$ cat src/verilog/accel_regs_pkg.sv
// Package with the register map, field masks, defaults and carrier types of the accelerometer register space.
package accel_regs_pkg;

    localparam int REG_W = 8;
    localparam int NUM_REGS = 64;
    localparam int ADDR_W = 6;

    typedef logic [NUM_REGS-1:0][REG_W-1:0] reg_image_t;
    typedef logic [ADDR_W-1:0] reg_addr_t;
    typedef logic [REG_W-1:0] reg_byte_t;

    // Address map.
    localparam reg_addr_t ADDR_CHIP_ID = 6'h00;
    localparam reg_addr_t ADDR_RO_FIRST = 6'h01;
    localparam reg_addr_t ADDR_RO_LAST = 6'h0E;
    localparam reg_addr_t ADDR_WR_FIRST = 6'h0F;
    localparam reg_addr_t ADDR_SOFT_RESET = 6'h14;
    localparam reg_addr_t ADDR_IRQ_PIN_ELECTRICAL_CFG = 6'h20;
    localparam reg_addr_t ADDR_IRQ_LATCH_AND_CLEAR = 6'h21;
    localparam reg_addr_t ADDR_RESERVED_31 = 6'h31;
    localparam reg_addr_t ADDR_NONVOLATILE_CTRL = 6'h33;
    localparam reg_addr_t ADDR_OFFSET_COMP_CTRL = 6'h36;
    localparam reg_addr_t ADDR_USER_SCRATCH_0 = 6'h3B;
    localparam reg_addr_t ADDR_WR_LAST = 6'h3E;
    localparam reg_addr_t ADDR_QUEUE_READ_PORT = 6'h3F;

    // Key that starts a soft reset, and trigger bit positions.
    localparam reg_byte_t SOFT_RESET_KEY = 8'hB6;
    localparam int IRQ_CLEAR_BIT = 7;
    localparam int OFFSET_RESET_BIT = 7;
    localparam int CAL_TRIGGER_LSB = 5;
    localparam int NVM_LOAD_BIT = 3;

    // Identification code; the value is arbitrary.
    localparam reg_byte_t CHIP_ID_DEFAULT = 8'h5A;

    localparam reg_byte_t READ_ZERO = 8'h00;

    // Values after power-on or soft reset; read-only slots hold zero.
    localparam reg_image_t REG_DEFAULT = '{
        6'h0F: 8'h03, 6'h10: 8'h0F, 6'h15: 8'hFF, 6'h1C: 8'hFF, 6'h1D: 8'hFF, 6'h1F: 8'hFF,
        6'h20: 8'h05, 6'h22: 8'h09, 6'h23: 8'h30, 6'h24: 8'h81, 6'h25: 8'h0F, 6'h26: 8'hC0,
        6'h28: 8'h14, 6'h29: 8'h14, 6'h2A: 8'h04, 6'h2B: 8'h0A, 6'h2C: 8'h18, 6'h2D: 8'h48,
        6'h2E: 8'h08, 6'h2F: 8'h11, 6'h31: 8'hFF, 6'h33: 8'hF0, 6'h36: 8'h10, 6'h3D: 8'hFF,
        default: 8'h00
    };

    // Bits that a host write may change; reserved, trigger and status bits are zero here.
    localparam reg_image_t REG_WMASK = '{
        6'h0F: 8'h0F, 6'h10: 8'h1F, 6'h11: 8'hFE, 6'h12: 8'h60, 6'h13: 8'hC0, 6'h16: 8'hF7,
        6'h17: 8'h7F, 6'h18: 8'h0F, 6'h19: 8'hFF, 6'h1A: 8'hE7, 6'h1B: 8'hFF, 6'h1E: 8'h3F,
        6'h20: 8'h0F, 6'h21: 8'h0F, 6'h22: 8'hFF, 6'h23: 8'hFF, 6'h24: 8'hC7, 6'h25: 8'hFF,
        6'h26: 8'hFF, 6'h27: 8'hFF, 6'h28: 8'hFF, 6'h29: 8'hFF, 6'h2A: 8'hC7, 6'h2B: 8'hDF,
        6'h2C: 8'h7F, 6'h2D: 8'h7F, 6'h2E: 8'h3F, 6'h2F: 8'h37, 6'h30: 8'h3F, 6'h32: 8'h17,
        6'h33: 8'h01, 6'h34: 8'h07, 6'h36: 8'h07, 6'h37: 8'h7F, 6'h38: 8'hFF, 6'h39: 8'hFF,
        6'h3A: 8'hFF, 6'h3B: 8'hFF, 6'h3C: 8'hFF, 6'h3E: 8'hC3,
        default: 8'h00
    };

    // One host access, presented for one cycle.
    typedef struct packed {
        logic wr;
        logic rd;
        reg_addr_t addr;
        reg_byte_t wdata;
    } host_req_s;

    // One-cycle pulses that start internal sequences.
    typedef struct packed {
        logic soft_reset;
        logic irq_clear;
        logic offset_reset;
        logic [1:0] cal_trigger;
        logic nvm_load;
        logic fifo_pop;
    } trigger_s;

endpackage

$ cat src/verilog/cfg_byte.sv
// One stored configuration byte with write mask and default value.
module cfg_byte #(
    parameter accel_regs_pkg::reg_byte_t DEFAULT = 8'h00,
    parameter accel_regs_pkg::reg_byte_t WMASK = 8'hFF
) (
    // Clock and reset.
    input wire logic ref_clk_i,
    input wire logic srst_i,
    // Restore and write.
    input wire logic restore_i,
    input wire logic wr_i,
    input wire accel_regs_pkg::reg_byte_t wdata_i,
    // Stored value.
    output accel_regs_pkg::reg_byte_t q_o
);
    import accel_regs_pkg::*;

    typedef struct packed {
        reg_byte_t q;
    } cell_state_s;

    cell_state_s state_r;
    cell_state_s state_nxt;

    always_comb begin
        state_nxt = state_r;
        if (restore_i) begin
            state_nxt.q = DEFAULT;
        end else if (wr_i) begin
            // Bits outside the mask keep their value whatever the host sends.
            state_nxt.q = (state_r.q & ~WMASK) | (wdata_i & WMASK);
        end
    end

    always_ff @(posedge ref_clk_i) begin
        if (srst_i) begin
            state_r <= '{q: DEFAULT};
        end else begin
            state_r <= state_nxt;
        end
    end

    assign q_o = state_r.q;

endmodule

$ cat src/verilog/accel_register_space.sv
// Accelerometer register space: decode, storage, read mux and trigger pulses.
//
// Behaviour
// - Every register location holds exactly eight bits.
// - One flat space of 64 byte addresses, 0x00 to 0x3F, is decoded.
// - Writes to reserved bit positions are discarded and change no state.
// - Addresses 0x00 to 0x0E are read-only and writes to them are ignored.
// - Sequence-start bits, such as the interrupt clear at 0x21 and the soft reset at 0x14, are write-only.
// - Write-only trigger bits and registers read as zero.
// - Writing 0xB6 to the soft-reset register restores every default of the stored registers one cycle later.
module accel_register_space #(
    parameter accel_regs_pkg::reg_byte_t CHIP_ID = accel_regs_pkg::CHIP_ID_DEFAULT
) (
    // Clock and reset.
    input wire logic ref_clk_i,
    input wire logic srst_i,
    // Host register access.
    input wire accel_regs_pkg::host_req_s host_req_i,
    output accel_regs_pkg::reg_byte_t rdata_o,
    output logic rvalid_o,
    // Status from the sensing engines.
    input wire accel_regs_pkg::reg_image_t status_i,
    input wire accel_regs_pkg::reg_byte_t fifo_byte_i,
    // Configuration and sequence triggers toward the engines.
    output accel_regs_pkg::reg_image_t cfg_o,
    output accel_regs_pkg::trigger_s trig_o
);
    import accel_regs_pkg::*;

    typedef struct packed {
        reg_byte_t rdata;
        logic rvalid;
        trigger_s trig;
    } top_state_s;

    top_state_s state_r;
    top_state_s state_nxt;
    reg_image_t stored;
    logic restore;

    // Selects what the host sees at one address.
    function automatic reg_byte_t read_value(input reg_addr_t addr, input reg_image_t img,
                                            input reg_image_t st, input reg_byte_t fifo_b);
        reg_byte_t v;
        v = img[addr];
        if (addr == ADDR_CHIP_ID) begin
            v = CHIP_ID;
        end else if (addr <= ADDR_RO_LAST) begin
            v = st[addr];
        end else if (addr == ADDR_SOFT_RESET) begin
            v = READ_ZERO;
        end else if (addr == ADDR_QUEUE_READ_PORT) begin
            v = fifo_b;
        end
        return v;
    endfunction

    function automatic logic write_to(input host_req_s req, input reg_addr_t addr);
        return req.wr && (req.addr == addr);
    endfunction

    // True where a configuration cell holds the byte.
    function automatic logic is_stored(input reg_addr_t addr);
        return (addr >= ADDR_WR_FIRST) && (addr <= ADDR_WR_LAST);
    endfunction

    // True where the byte comes from the sensing engines' status.
    function automatic logic is_status(input reg_addr_t addr);
        return (addr >= ADDR_RO_FIRST) && (addr <= ADDR_RO_LAST);
    endfunction

    // Soft reset acts one cycle after the key is written and wins over any write in that cycle.
    assign restore = state_r.trig.soft_reset;

    // Low read-only range and the queue port hold no storage.
    genvar gi;
    generate
        for (gi = 0; gi < NUM_REGS; gi++) begin : g_cell
            if (gi >= ADDR_WR_FIRST && gi <= ADDR_WR_LAST) begin : g_rw
                cfg_byte #(
                    .DEFAULT(REG_DEFAULT[gi]),
                    .WMASK(REG_WMASK[gi])
                ) u_cell (
                    .ref_clk_i(ref_clk_i),
                    .srst_i(srst_i),
                    .restore_i(restore),
                    .wr_i(write_to(host_req_i, reg_addr_t'(gi))),
                    .wdata_i(host_req_i.wdata),
                    .q_o(stored[gi])
                );
            end else begin : g_ro
                assign stored[gi] = READ_ZERO;
            end
        end
    endgenerate

    always_comb begin
        state_nxt = state_r;
        state_nxt.rvalid = host_req_i.rd;
        state_nxt.trig = '0;
        if (host_req_i.rd) begin
            state_nxt.rdata = read_value(host_req_i.addr, stored, status_i, fifo_byte_i);
            state_nxt.trig.fifo_pop = (host_req_i.addr == ADDR_QUEUE_READ_PORT);
        end
        if (host_req_i.wr) begin
            state_nxt.trig.soft_reset = write_to(host_req_i, ADDR_SOFT_RESET) &&
                                        (host_req_i.wdata == SOFT_RESET_KEY);
            state_nxt.trig.irq_clear = write_to(host_req_i, ADDR_IRQ_LATCH_AND_CLEAR) &&
                                       host_req_i.wdata[IRQ_CLEAR_BIT];
            state_nxt.trig.offset_reset = write_to(host_req_i, ADDR_OFFSET_COMP_CTRL) &&
                                          host_req_i.wdata[OFFSET_RESET_BIT];
            state_nxt.trig.cal_trigger = write_to(host_req_i, ADDR_OFFSET_COMP_CTRL) ?
                host_req_i.wdata[CAL_TRIGGER_LSB +: 2] : 2'b00;
            state_nxt.trig.nvm_load = write_to(host_req_i, ADDR_NONVOLATILE_CTRL) &&
                                      host_req_i.wdata[NVM_LOAD_BIT];
        end
    end

    always_ff @(posedge ref_clk_i) begin
        if (srst_i) begin
            state_r <= '0;
        end else begin
            state_r <= state_nxt;
        end
    end

    assign rdata_o = state_r.rdata;
    assign rvalid_o = state_r.rvalid;
    assign trig_o = state_r.trig;
    assign cfg_o = stored;
endmodule

$ cat config.mk
export PLATFORM = sky130hd
export DESIGN_NAME = accel_register_space
export DESIGN_NICKNAME = d
export VERILOG_FILES = /design/src/verilog/accel_regs_pkg.sv /design/src/verilog/cfg_byte.sv /design/src/verilog/accel_register_space.sv
export SDC_FILE = /design/constraint.sdc
export NUM_CORES = 1
export LEC_CHECK = 0
export CORE_AREA = 2 2 413 415
export DETAILED_ROUTE_END_ITERATION = 7
export DIE_AREA = 0 0 415 417
export DONT_BUFFER_PORTS = 1
export PLACE_DENSITY = 0.3
export SKIP_LAST_GASP = 1
export SLEW_MARGIN = 20
export SYNTH_ARGS = -nofsm -noshare
export SYNTH_HDL_FRONTEND = slang
export SYNTH_SLANG_ARGS = --single-unit
$ cat constraint.sdc
create_clock -name ref_clk_i -period 3.13 [get_ports ref_clk_i]
set_input_delay 0.313 -clock ref_clk_i [delete_from_list [all_inputs] [get_ports ref_clk_i]]
set_output_delay 0.313 -clock ref_clk_i [all_outputs]
set_load 0.05 [all_outputs]
Yosys cells after proc, flatten, opt, wreduce, memory -nomap -nowiden --
Index checks and enable logic that the tools add are counted. W data, S select, Z words.
Word-level totals: flip-flop bits (word level) 248, latch bits 0, RAM bits 0, bits in read-only memories 0, input bits 538, word-level logic and storage cells 143, memories kept 0
Operators by class: $add $sub $neg 0, $mul 0, divide/modulo/power cells 0, order comparisons 2, equal/unequal tests 33, shifts and indexed selects 0, muxes and demuxes 8, bitwise logic cells 23, reductions and logical operators 40
Operator list (number):
- $bmux W8 S6 | 2
- $eq A6 B5 Y1 const B | 16
- $eq A6 B6 Y1 const B | 15
- $mux W8 | 6
- $logic_and A1 B1 Y1 | 35
- $or A6 B8 Y8 | 4
- $or A8 B4 Y8 | 4
- $or A8 B6 Y8 | 4
- $or A8 B7 Y8 | 4
- $eq A8 B8 Y1 const B | 1
- $or A1 B8 Y8 | 1
- $or A4 B8 Y8 | 1
- $or A5 B8 Y8 | 1
- $or A8 B5 Y8 | 1
- $lt A6 B7 Y1 const B | 1
- $eq A6 B4 Y1 const B | 1
- $le A6 B4 Y1 const B | 1
- $logic_not A6 Y1 | 1
- $reduce_or A2 Y1 | 3
- $not A1 Y1 | 3
- $reduce_or A3 Y1 | 1

Logic depth before layout (Yosys ltp) --
Gate-level depths: netlist of the first run.
word-level depth 6, depth in mapped cells 10, gate-level depth less buffers 6

Modules after synthesis --
From an unflattened synthesis of the first run, not the netlist that was laid out.
Unflattened totals: cell total of the unflattened synthesis 1507, area total of the unflattened synthesis 14835.5 µm²
By module, submodules not included:
- accel_register_space | times used 1, cells each 653, area an instance 6608.8 µm², seq. area each 320.3 µm²
- cfg_byte (g_cell[22].g_rw.u_cell ...) | times used 5, cells each 28, area an instance 292.8 µm², seq. area each 160.2 µm²
- cfg_byte (g_cell[32].g_rw.u_cell ...) | times used 19, cells each 9, area an instance 63.8 µm², seq. area each 0.0 µm²
- cfg_byte (g_cell[24].g_rw.u_cell ...) | times used 3, cells each 27, area an instance 295.3 µm², seq. area each 160.2 µm²
- cfg_byte (g_cell[18].g_rw.u_cell ...) | times used 3, cells each 26, area an instance 271.5 µm², seq. area each 140.1 µm²
- cfg_byte (g_cell[40].g_rw.u_cell ...) | times used 3, cells each 26, area an instance 264.0 µm², seq. area each 140.1 µm²
- cfg_byte (g_cell[15].g_rw.u_cell ...) | times used 3, cells each 24, area an instance 237.7 µm², seq. area each 120.1 µm²
- cfg_byte (g_cell[16].g_rw.u_cell ...) | times used 2, cells each 21, area an instance 214.0 µm², seq. area each 100.1 µm²
- cfg_byte (g_cell[31].g_rw.u_cell ...) | times used 2, cells each 19, area an instance 180.2 µm², seq. area each 80.1 µm²
- cfg_byte (g_cell[30].g_rw.u_cell ...) | times used 2, cells each 18, area an instance 178.9 µm², seq. area each 80.1 µm²
- cfg_byte (g_cell[26].g_rw.u_cell) | times used 1, cells each 26, area an instance 290.3 µm², seq. area each 160.2 µm²
- cfg_byte (g_cell[17].g_rw.u_cell) | times used 1, cells each 24, area an instance 239.0 µm², seq. area each 120.1 µm²
- cfg_byte (g_cell[44].g_rw.u_cell ...) | times used 2, cells each 13, area an instance 118.9 µm², seq. area each 40.0 µm²
- cfg_byte (g_cell[47].g_rw.u_cell) | times used 1, cells each 21, area an instance 216.5 µm², seq. area each 100.1 µm²
- cfg_byte (g_cell[21].g_rw.u_cell) | times used 1, cells each 21, area an instance 215.2 µm², seq. area each 100.1 µm²

Worst setup path after synthesis of the first run --
OpenSTA, ideal clock, no wires.
kind register to register, start point register g_cell[23].g_rw.u_cell.state_r, in the netlist g_cell[23].g_rw.u_cell.q_o[0], end point register state_r, in the netlist rdata_o[0], library setup time 0.130 ns, data arrival time 1.743 ns, data required time 3.000 ns, setup slack 1.257 ns, cell stages (with the launch flop) 5, buffers on the path 0, period minus slack after synthesis 1.873 ns, cells stage by stage dfxtp_1 > mux4_2 > mux4_2 > a221oi_1 > o21ai_1
Between the ends: cells in the longest elaborated chain, start to end 6
Ends and longest elaborated chain:
- start: declaration | RTL line cfg_byte.sv:22 | cell_state_s state_r;
- start signal: assignment | RTL line cfg_byte.sv:37 | state_r <= '{q: DEFAULT};
- start signal: assignment | RTL line cfg_byte.sv:39 | state_r <= state_nxt;
- $bmux W8 S6 | RTL line accel_register_space.sv:45 | v = img[addr];
- $mux W8 (implied by the code) | RTL line accel_register_space.sv:45
- $mux W8 | RTL line accel_register_space.sv:52 | end else if (addr == ADDR_QUEUE_READ_PORT) begin
- $mux W8 | RTL line accel_register_space.sv:50 | end else if (addr == ADDR_SOFT_RESET) begin
- $mux W8 | RTL line accel_register_space.sv:48 | end else if (addr <= ADDR_RO_LAST) begin
- $mux W8 | RTL line accel_register_space.sv:46 | if (addr == ADDR_CHIP_ID) begin
- end signal: assignment | RTL line accel_register_space.sv:123 | state_r <= state_nxt;
- end: declaration | RTL line accel_register_space.sv:36 | top_state_s state_r;
No other way between the ends. The select of a mux whose other input is x is not followed. A chain may end at the register's enable or synchronous reset.

Worst setup path in the final report of the first run --
start point register g_cell[18].g_rw.u_cell.state_r, in the netlist g_cell[18].g_rw.u_cell.q_o[5], end point register state_r, in the netlist rdata_o[5]
Between the ends: cells in the longest elaborated chain, start to end 6
Ends and longest elaborated chain (RTL line):
- start: declaration | cfg_byte.sv:22
- start signal: assignment | cfg_byte.sv:37
- start signal: assignment | cfg_byte.sv:39
- $bmux W8 S6 | accel_register_space.sv:45
- $mux W8 (implied by the code) | accel_register_space.sv:45
- $mux W8 | accel_register_space.sv:52
- $mux W8 | accel_register_space.sv:50
- $mux W8 | accel_register_space.sv:48
- $mux W8 | accel_register_space.sv:46
No other way between the ends. The select of a mux whose other input is x is not followed.

==> run_results.csv, run 1 <==
group,metric,value,unit
status,outcome,"finished clean",
sta,rsz0062_at_grt,"false",
worst_setup_path,crit_cells,4,
worst_setup_path,endpoint_kind,"flip-flop",
sta,post-route-period-util,75.1,%
floorplan,core_area,169000,um^2
clock_tree,cts_buffers,17,
sta,fin_crit,2.35,ns
global_route,grt_use_met3,3.06,%
place,placed_cell_area,15100,um^2
logic_synthesis,ys_seq_area_share,29.9,%
logic_synthesis,synthFlopType,"dfxtp_1",
logic_synthesis,netlist_instances,1469,
global_route,grt_max_degree,114,
layout,nFillCells,19600,
place,dp_slack,0.639,ns
routing,ant_nets,0,
layout,register_area,3880,um^2
worst_setup_path,reg2regPathDepth,4,
layout,final_area,16000,um^2
worst_setup_path,cpLargestDelayFamily,"compound AO/OA/AOI/OAI gates",
sta,setup_tns,0,ns
logic_synthesis,async_reset_ff_share,0,%
logic_synthesis,synth_edf_count,0,
sta,relSlewSlack,30.1,%
worst_setup_path,slowest_delay,0.69,ns
routing,routed_wl,92.7,mm
sta,clock_skew,0.0203,ns
layout,drive_gt1_share,17.7,%
routing,drt_pre_antenna_iters,4,
min_path,min_path_cells,1,
clock_tree,root_buffer,"clkbuf_16",
power,vdd_drop_max,0.000468,V
global_route,grt_usage,10.4,%
routing,drcViolationCount,0,
logic_synthesis,synth.distinct_cells,72,
place,place_hpwl,73.2,mm
global_route,antenna_found_initial,46,
routing,avgViaCountPerCell,2.79,
floorplan,std_cell_rows,151,
min_path,hold_path.class,"in2reg",
clock_tree,cts_tree,"built",
layout,layout-area-overhead-vs-synth,23.6,%
worst_setup_path,reg2reg_slack,0.78,ns
worst_setup_path,worstPathCellList,"mux4_2 > a211o_1 > a32o_1 > a32o_1",
layout,layout_common_cells,"conb_1, dfxtp_1, buf_4",
logic_synthesis,syn_area_per_cell,8.83,um^2
clock_tree,post_cts_buffers,0,
routing,drt_iter0_drc,598,
layout,layout_commonest_cell,"conb_1",
global_route,first_global_vias,9541,
global_route,globalRouteMet2Util,21.2,%
global_route,grt.busiest_layer,"met2",
worst_setup_path,cpMostUsedCell,"a32o_1",
power,total_power,6.72,mW
clock_tree,clk_path_buf_depth,2,
sta,worst_slack,0.780,ns
worst_setup_path,path_max_fanout,3,
sta,setup_violations,0,
power,leakage,5.80,nW
clock_tree,htree_levels,4,
sta,fmax,425,MHz
floorplan,ios,1066,
run,cap_violations,0,
floorplan,initial_core_util,7.69,%
worst_setup_path,crit_arrival,2.76,ns
routing,post_drt_wl_per_cell,24.4,um
clock_tree,numClockSinks,194,
sta,worstMarginPinSlew,1.04,ns
worst_setup_path,crit_type,"reg2reg",
layout,multi_input_area,7260,um^2
worst_setup_path,crit_buf_inv,0,
clock_tree,ctsResizeCount,0,
power,powerDensity,419,nW/um^2
sta,slew_viol_final,0,
worst_setup_path,critPathRequiredTime,3.54,ns
global_route,grt_pass1_wl,115,mm
sta,hold_viol_final,0,
worst_setup_path,critPathLaunchType,"flip-flop",
logic_synthesis,yosys_warnings,0,
clock_tree,worstSkewPairLatency,0.53,ns
floorplan,die_area,173000,um^2
routing,vias,10600,
place,io_buffers,0,
floorplan,die_y,417,um
worst_setup_path,slowest_stage,"mux4_2",
place,place.gp.congestion,0.728,
floorplan,die_w,415,um
global_route,grt_overflow,0,
clock_tree,path_clk_slew,0.10,ns
layout,nNetsFinal,2086,
global_route,use_met1,9.46,%
clock_tree,cts_hold_buf,15,
logic_synthesis,ys_seq_elements,194,
logic_synthesis,synth_area,13000,um^2
report_power, final:
part           internal, mW  leakage, nW  switching (mW)
clock                  1.11        0.293            1.38
sequential             2.48         1.57          0.0637
combinational         0.285         3.94            1.39
state kept, by name, indices dropped and copies added, names as in the netlist:
name                    cells
restore                     1
rvalid_o                    1
rdata_o                     8
g_cell.g_rw.u_cell.q_o    178
trig_o                      6
logic make-up after synthesis:
| family | share of synthesized area, % |
|---|---|
| AO/OA/AOI/OAI | 11.6 |
| buffers and inverters | 23.7 |
| flip-flops | 29.9 |
| multiplexers | 20.4 |
| other | 0.0579 |
| AND/OR/NAND/NOR | 14.2 |
Yosys cell counts (4+ instances only):
master	instances	share of area, %
o2bb2ai_1	4	0.27
clkbuf_1	55	1.6
a211oi_1	5	0.29
nand2_1	133	3.8
a21oi_1	83	3.2
dfxtp_1	194	30
a22o_1	4	0.27
buf_4	348	20
buf_2	19	0.73
nor2_1	128	3.7
nand2b_1	12	0.58
nand3_1	66	2.5
nor3_1	8	0.31
a221oi_1	4	0.27
and3_1	6	0.29
o221ai_1	6	0.41
a31oi_1	12	0.58
inv_1	7	0.20
nand4_1	5	0.24
buf_1	7	0.20
o21ai_1	4	0.15
a32oi_1	4	0.27
and2_1	7	0.34
nor2_4	5	0.43
a22oi_1	4	0.23
o21ai_0	56	2.2
o211ai_1	6	0.35
mux4_2	61	11
nor2b_1	8	0.39
mux2_2	4	0.35
o21bai_1	5	0.29
mux2i_1	123	9.5
buf_6	8	0.69
o22ai_1	10	0.48
worst register-to-register path, cell delays in order (launching register included):
cell     delay, ns
dfxtp_1       0.51
mux4_2        0.69
a211o_1       0.43
a32o_1        0.35
a32o_1        0.26
per-layer routing:
metal / up-vias / routed length [um]
met5: - / 55
li1: 4663 / -
met1: 5337 / 28900
met4: 8 / 3090
met3: 103 / 6000
met2: 481 / 54600
worst paths after layout:
| check | from | endpoint |
|---|---|---|
| setup reg to reg | g_cell[18].g_rw.u_cell.q_o[5] | rdata_o[5] |
| hold reg to reg | rdata_o[7] | rdata_o[7] |
| hold / removal | host_req_i[6] | trig_o[3] |
| setup / recovery | g_cell[18].g_rw.u_cell.q_o[5] | rdata_o[5] |
layout make-up:
type,instances,share of cell area (%)
multi-input combinational,1161,45.3
tap,2218,17.3
sequential,194,24.2
antenna,13,0.203
clock buffer,18,2.74
clock inverter,14,1.12
timing repair buffer,166,8.90
inverter,8,0.187
per-stage QoR:
step	hold slack (ns)	cells	utilization, %
floorplan	0.390	1801	-
global placement	0.402	3732	8.98
detailed placement	0.404	3732	8.98
CTS	0.00369	3779	9.49
global route	0.0162	3782	9.50
finish	0.0300	3792	9.51
Note: power is estimated with default switching activity, not from simulation.
==> inputs of run 2 (changes only) <==
Clock period 3.13 ns to 2.18 ns, I/O delays scaled along.
==> run_results.csv, run 2 (synthesized netlist as in run 1, its figures left out) <==
group,metric,value,unit
clock_tree,cts_tree,"built",
worst_setup_path,crit_arrival,2.46,ns
sta,fmax,485,MHz
routing,post_drt_wl_per_cell,24.0,um
sta,relSlewSlack,51.3,%
sta,post-route-period-util,94.6,%
layout,final_area,17200,um^2
floorplan,die_y,417,um
global_route,grt_usage,10.5,%
clock_tree,root_buffer,"clkbuf_16",
clock_tree,worstSkewPairLatency,0.53,ns
layout,nFillCells,19600,
clock_tree,htree_levels,4,
sta,setup_tns,0,ns
power,leakage,6.55,nW
floorplan,std_cell_rows,151,
floorplan,core_area,169000,um^2
place,placed_cell_area,16200,um^2
clock_tree,cts_buffers,17,
global_route,antenna_found_initial,51,
routing,drt_pre_antenna_iters,5,
layout,layout_common_cells,"conb_1, buf_4, dfxtp_1",
sta,slew_viol_final,0,
global_route,first_global_vias,10200,
routing,drt_iter0_drc,506,
layout,layout-area-overhead-vs-synth,32.5,%
clock_tree,numClockSinks,194,
status,outcome,"finished clean",
worst_setup_path,slowest_stage,"mux4_2",
power,powerDensity,569,nW/um^2
sta,clock_skew,0.0239,ns
routing,ant_nets,0,
clock_tree,path_clk_slew,0.09,ns
place,place_hpwl,74.8,mm
clock_tree,clk_path_buf_depth,2,
sta,timing.hold.ws,0.0721,ns
floorplan,initial_core_util,7.69,%
layout,nNetsFinal,2224,
run,cap_violations,0,
routing,routed_wl,94.1,mm
layout,drive_gt1_share,23.9,%
sta,setup_violations,0,
floorplan,die_area,173000,um^2
power,vdd_drop_max,0.000681,V
layout,layoutNonFillerInstCount,3920,
routing,vias,11100,
floorplan,ios,1066,
routing,avgViaCountPerCell,2.83,
sta,fin_crit,2.06,ns
worst_setup_path,path_max_fanout,2,
worst_setup_path,endpoint_kind,"flip-flop",
layout,layout_commonest_cell,"conb_1",
place,dp.cells,3860,
min_path,hold_path.class,"in2reg",
worst_setup_path,critPathRequiredTime,2.58,ns
worst_setup_path,worstPathCellList,"mux4_2 > a22o_1 > a221oi_2 > o221ai_1 > a22oi_1 > o211ai_1",
layout,largest_register_ff_count,178,
global_route,grt_max_degree,114,
clock_tree,post_cts_buffers,0,
sta,hold_viol_final,0,
routing,drcViolationCount,0,
global_route,grt_pass1_wl,117,mm
global_route,grt_overflow,0,
sta,worst_slack,0.117,ns
place,io_buffers,0,
worst_setup_path,slowest_delay,0.49,ns
worst_setup_path,crit_type,"reg2reg",
place,dp_slack,-0.0444,ns
sta,worstMarginPinSlew,0.729,ns
worst_setup_path,critPathLaunchType,"flip-flop",
place,place.gp.congestion,0.724,
sta,rsz0062_at_grt,"false",
floorplan,die_w,415,um
[run 2: changes by cell type in the layout (fill, tap and decap cells not counted)]
cell | before | now
diode_2 | 13 | 3
clkinvlp_4 | 2 | 1
inv_6 | 2 | 3
dlygate4sd3_1 | 8 | 17
buf_12 | 8 | 17
buf_4 | 147 | 267
nor2_1 | 127 | 126
bufinv_16 | 0 | 1
clkbuf_8 | 1 | 0
nor2_2 | 3 | 4
inv_8 | 3 | 2
clkinv_2 | 0 | 1
[run 2: metal layers]
metal / routed length, um / global-route usage, % / vias to the layer above / part of all wire, %
li1: - / - / 4942 / -
met1: 30000 / 9.73 / 5549 / 32
met2: 56500 / 22.3 / 469 / 60
met3: 5790 / 3.05 / 123 / 6.2
met4: 1840 / 1.89 / 8 / 2.0
met5: 53 / 0 / - / 0.056
[run 2: critical path, delay by kind of cell (launching register included)]
kind	cells	cell delay, ns
AO/OA/AOI/OAI	5	1.12
flip-flops	1	0.33
multiplexers	1	0.49
[run 2: area by class of cell]
type / count / area (um^2) / share of cell area, %
sequential: 194 / 3880 / 22.6
timing repair buffer: 304 / 2600 / 15.1
inverter: 8 / 30.0 / 0.175
clock inverter: 15 / 205 / 1.19
tap: 2218 / 2780 / 16.1
clock buffer: 17 / 425 / 2.48
antenna: 3 / 7.51 / 0.0437
multi-input combinational: 1161 / 7260 / 42.3
[run 2: path summary, 6_finish.rpt]
| kind | cells past startpoint | start | slack (ns) | to |
|---|---|---|---|---|
| min reg2reg | 2 | rdata_o[4] | 0.51 | rdata_o[4] |
| max reg2reg | 6 | g_cell[28].g_rw.u_cell.q_o[2] | 0.12 | rdata_o[2] |
| max | 6 | g_cell[28].g_rw.u_cell.q_o[2] | 0.12 | rdata_o[2] |
| min | 3 | host_req_i[1] | 0.07 | g_cell[28].g_rw.u_cell.q_o[1] |
[run 2: metrics by stage]
step                      power [mW]  utilization, %
after detailed placement        6.10            9.61
after global routing            10.2            10.2
after global placement          6.11            9.61
after CTS                       10.1            10.2
after floorplan                 6.14               -
final                           9.78            10.2
[run 2: where the power goes]
group	leakage (nW)	internal (mW)	switching, mW
combinational	4.68	0.478	2.08
clock	0.302	1.68	1.95
sequential	1.57	3.57	0.0166
[run 2: what timing repair did]
item | in CTS | in global routing
gates resized for setup | 0 | 1
hold buffers | 25 | 0
setup endpoints to repair | 0 | 2
hold endpoints to repair | 194 | 0
==> inputs of run 3 (changes only) <==
Settings changed: RECOVER_POWER set to 25.
==> run_results.csv, run 3 (synthesized netlist as in run 1, its figures left out) <==
group,metric,value,unit
worst_setup_path,r2r-start,"g_cell[28].g_rw.u_cell.q_o[2]",
sta,relSlewSlack,33.3,%
global_route,grt_max_degree,114,
global_route,first_global_vias,10200,
worst_setup_path,crit_cells,6,
layout,largest_register_ff_count,178,
run,cap_violations,0,
global_route,grt_pass1_wl,117,mm
sta,fmax,485,MHz
sta,hold_viol_final,0,
layout,layoutNonFillerInstCount,3921,
worst_setup_path,slowest_stage,"mux4_2",
clock_tree,htree_levels,4,
sta,fin_crit,2.06,ns
place,dp_slack,-0.0444,ns
floorplan,die_y,417,um
power,total_power,9.77,mW
power,leakage,6.21,nW
floorplan,ios,1066,
power,powerDensity,579,nW/um^2
sta,rsz0062_at_grt,"false",
sta,worst_slack,0.117,ns
routing,vias,11100,
worst_setup_path,crit_arrival,2.46,ns
routing,ant_nets,0,
status,outcome,"finished clean",
layout,post-route-util,10.0,%
clock_tree,cts_tree,"built",
global_route,antenna_found_initial,52,
clock_tree,numClockSinks,194,
layout,nNetsFinal,2224,
routing,routed_wl,94.1,mm
worst_setup_path,path_max_fanout,2,
layout,layout_commonest_cell,"conb_1",
layout,layout_common_cells,"conb_1, dfxtp_1, buf_4",
place,place_hpwl,74.8,mm
clock_tree,cts_buffers,17,
worst_setup_path,cp-endpoint,"rdata_o[2]",
worst_setup_path,critPathRequiredTime,2.58,ns
routing,drt_pre_antenna_iters,5,
place,io_buffers,0,
min_path,hold_path.class,"in2reg",
routing,post_drt_wl_per_cell,24.0,um
sta,slew_viol_final,0,
worst_setup_path,cp-startpoint,"g_cell[28].g_rw.u_cell.q_o[2]",
worst_setup_path,endpoint_kind,"flip-flop",
routing,drt_iter0_drc,506,
floorplan,die_area,173000,um^2
worst_setup_path,critPathLaunchType,"flip-flop",
sta,clock_skew,0.0244,ns
floorplan,std_cell_rows,151,
power,vdd_drop_max,0.000679,V
worst_setup_path,reg2regPathDepth,6,
worst_setup_path,rr_endpoint,"rdata_o[2]",
sta,post-route-period-util,94.6,%
layout,layout-area-overhead-vs-synth,30.1,%
sta,worstMarginPinSlew,1.00,ns
worst_setup_path,slowest_delay,0.49,ns
worst_setup_path,reg2reg_slack,0.12,ns
worst_setup_path,crit_buf_inv,0,
routing,drcViolationCount,0,
global_route,grt_overflow,0,
clock_tree,path_clk_slew,0.09,ns
worst_setup_path,cpLargestDelayFamily,"compound AO/OA/AOI/OAI gates",
routing,avgViaCountPerCell,2.82,
worst_setup_path,crit_type,"reg2reg",
clock_tree,clk_path_buf_depth,2,
floorplan,core_area,169000,um^2
worst_setup_path,worstPathCellList,"mux4_2 > a22o_1 > a221oi_2 > o221ai_1 > a22oi_1 > o211ai_1",
place,dp.cells,3860,
clock_tree,post_cts_buffers,0,
floorplan,die_w,415,um
place,place.gp.congestion,0.724,
floorplan,initial_core_util,7.69,%
clock_tree,worstSkewPairLatency,0.53,ns
clock_tree,root_buffer,"clkbuf_16",
global_route,grt_usage,10.5,%
sta,setup_violations,0,
layout,drive_gt1_share,19.1,%
-- run 3: area by class of cell --
class	count	area [um^2]
Tap cell	2218	2780
Clock buffer	17	425
Antenna cell	4	10.0
Multi-Input combinational cell	1161	7260
Timing Repair Buffer	304	2280
Inverter	8	30.0
Sequential cell	194	3880
Clock inverter	15	205
Fill cell	19700	152000
-- run 3: what timing repair did --
item,CTS,global route
gates resized for setup,0,1
setup endpoints to repair,0,2
hold buffers,25,0
hold endpoints to repair,194,0
-- run 3: tightest hold or removal path: stages --
cell     delay, ns
buf_16        0.16
nand2_1       0.09
a21oi_1       0.05
-- run 3: how the worst min path moves through the flow --
stage                     cells past startpoint  slack [ns]      startpoint                            end
final                                         3        0.07   host_req_i[1]  g_cell[28].g_rw.u_cell.q_o[1]
after global routing                          3        0.04   host_req_i[0]  g_cell[33].g_rw.u_cell.q_o[0]
after CTS                                     3       0.009  fifo_byte_i[0]                     rdata_o[0]
after detailed placement                      1        0.31          srst_i                     rdata_o[7]
after global placement                        1        0.31          srst_i                     rdata_o[7]
after floorplan                               1        0.29   host_req_i[6]                        restore
-- run 3: layer usage --
layer  global-route usage [%]  vias up  routed length [um]
li1                         -     4953                   -
met1                     9.73     5506               30100
met2                     22.3      464               56500
met3                     3.05      129                5690
met4                     1.89        8                1870
met5                        0        -                  53
-- run 3: through the flow --
stage / hold slack (ns) / TNS, ns / instance area [um^2]
floorplan: 0.295 / 0 / 14200
global placement: 0.309 / -0.760 / 16200
detailed placement: 0.308 / -0.218 / 16200
CTS: 0.00882 / 0 / 17200
global route: 0.0449 / 0 / 16900
finish: 0.0735 / 0 / 16900
-- run 3: power by group --
| part | switching, mW | total, mW | internal (mW) |
|---|---|---|---|
| logic | 2.09 | 2.55 | 0.467 |
| registers | 0.0159 | 3.58 | 3.57 |
| clock network | 1.96 | 3.64 | 1.68 |
| total | 4.06 | 9.77 | 5.71 |
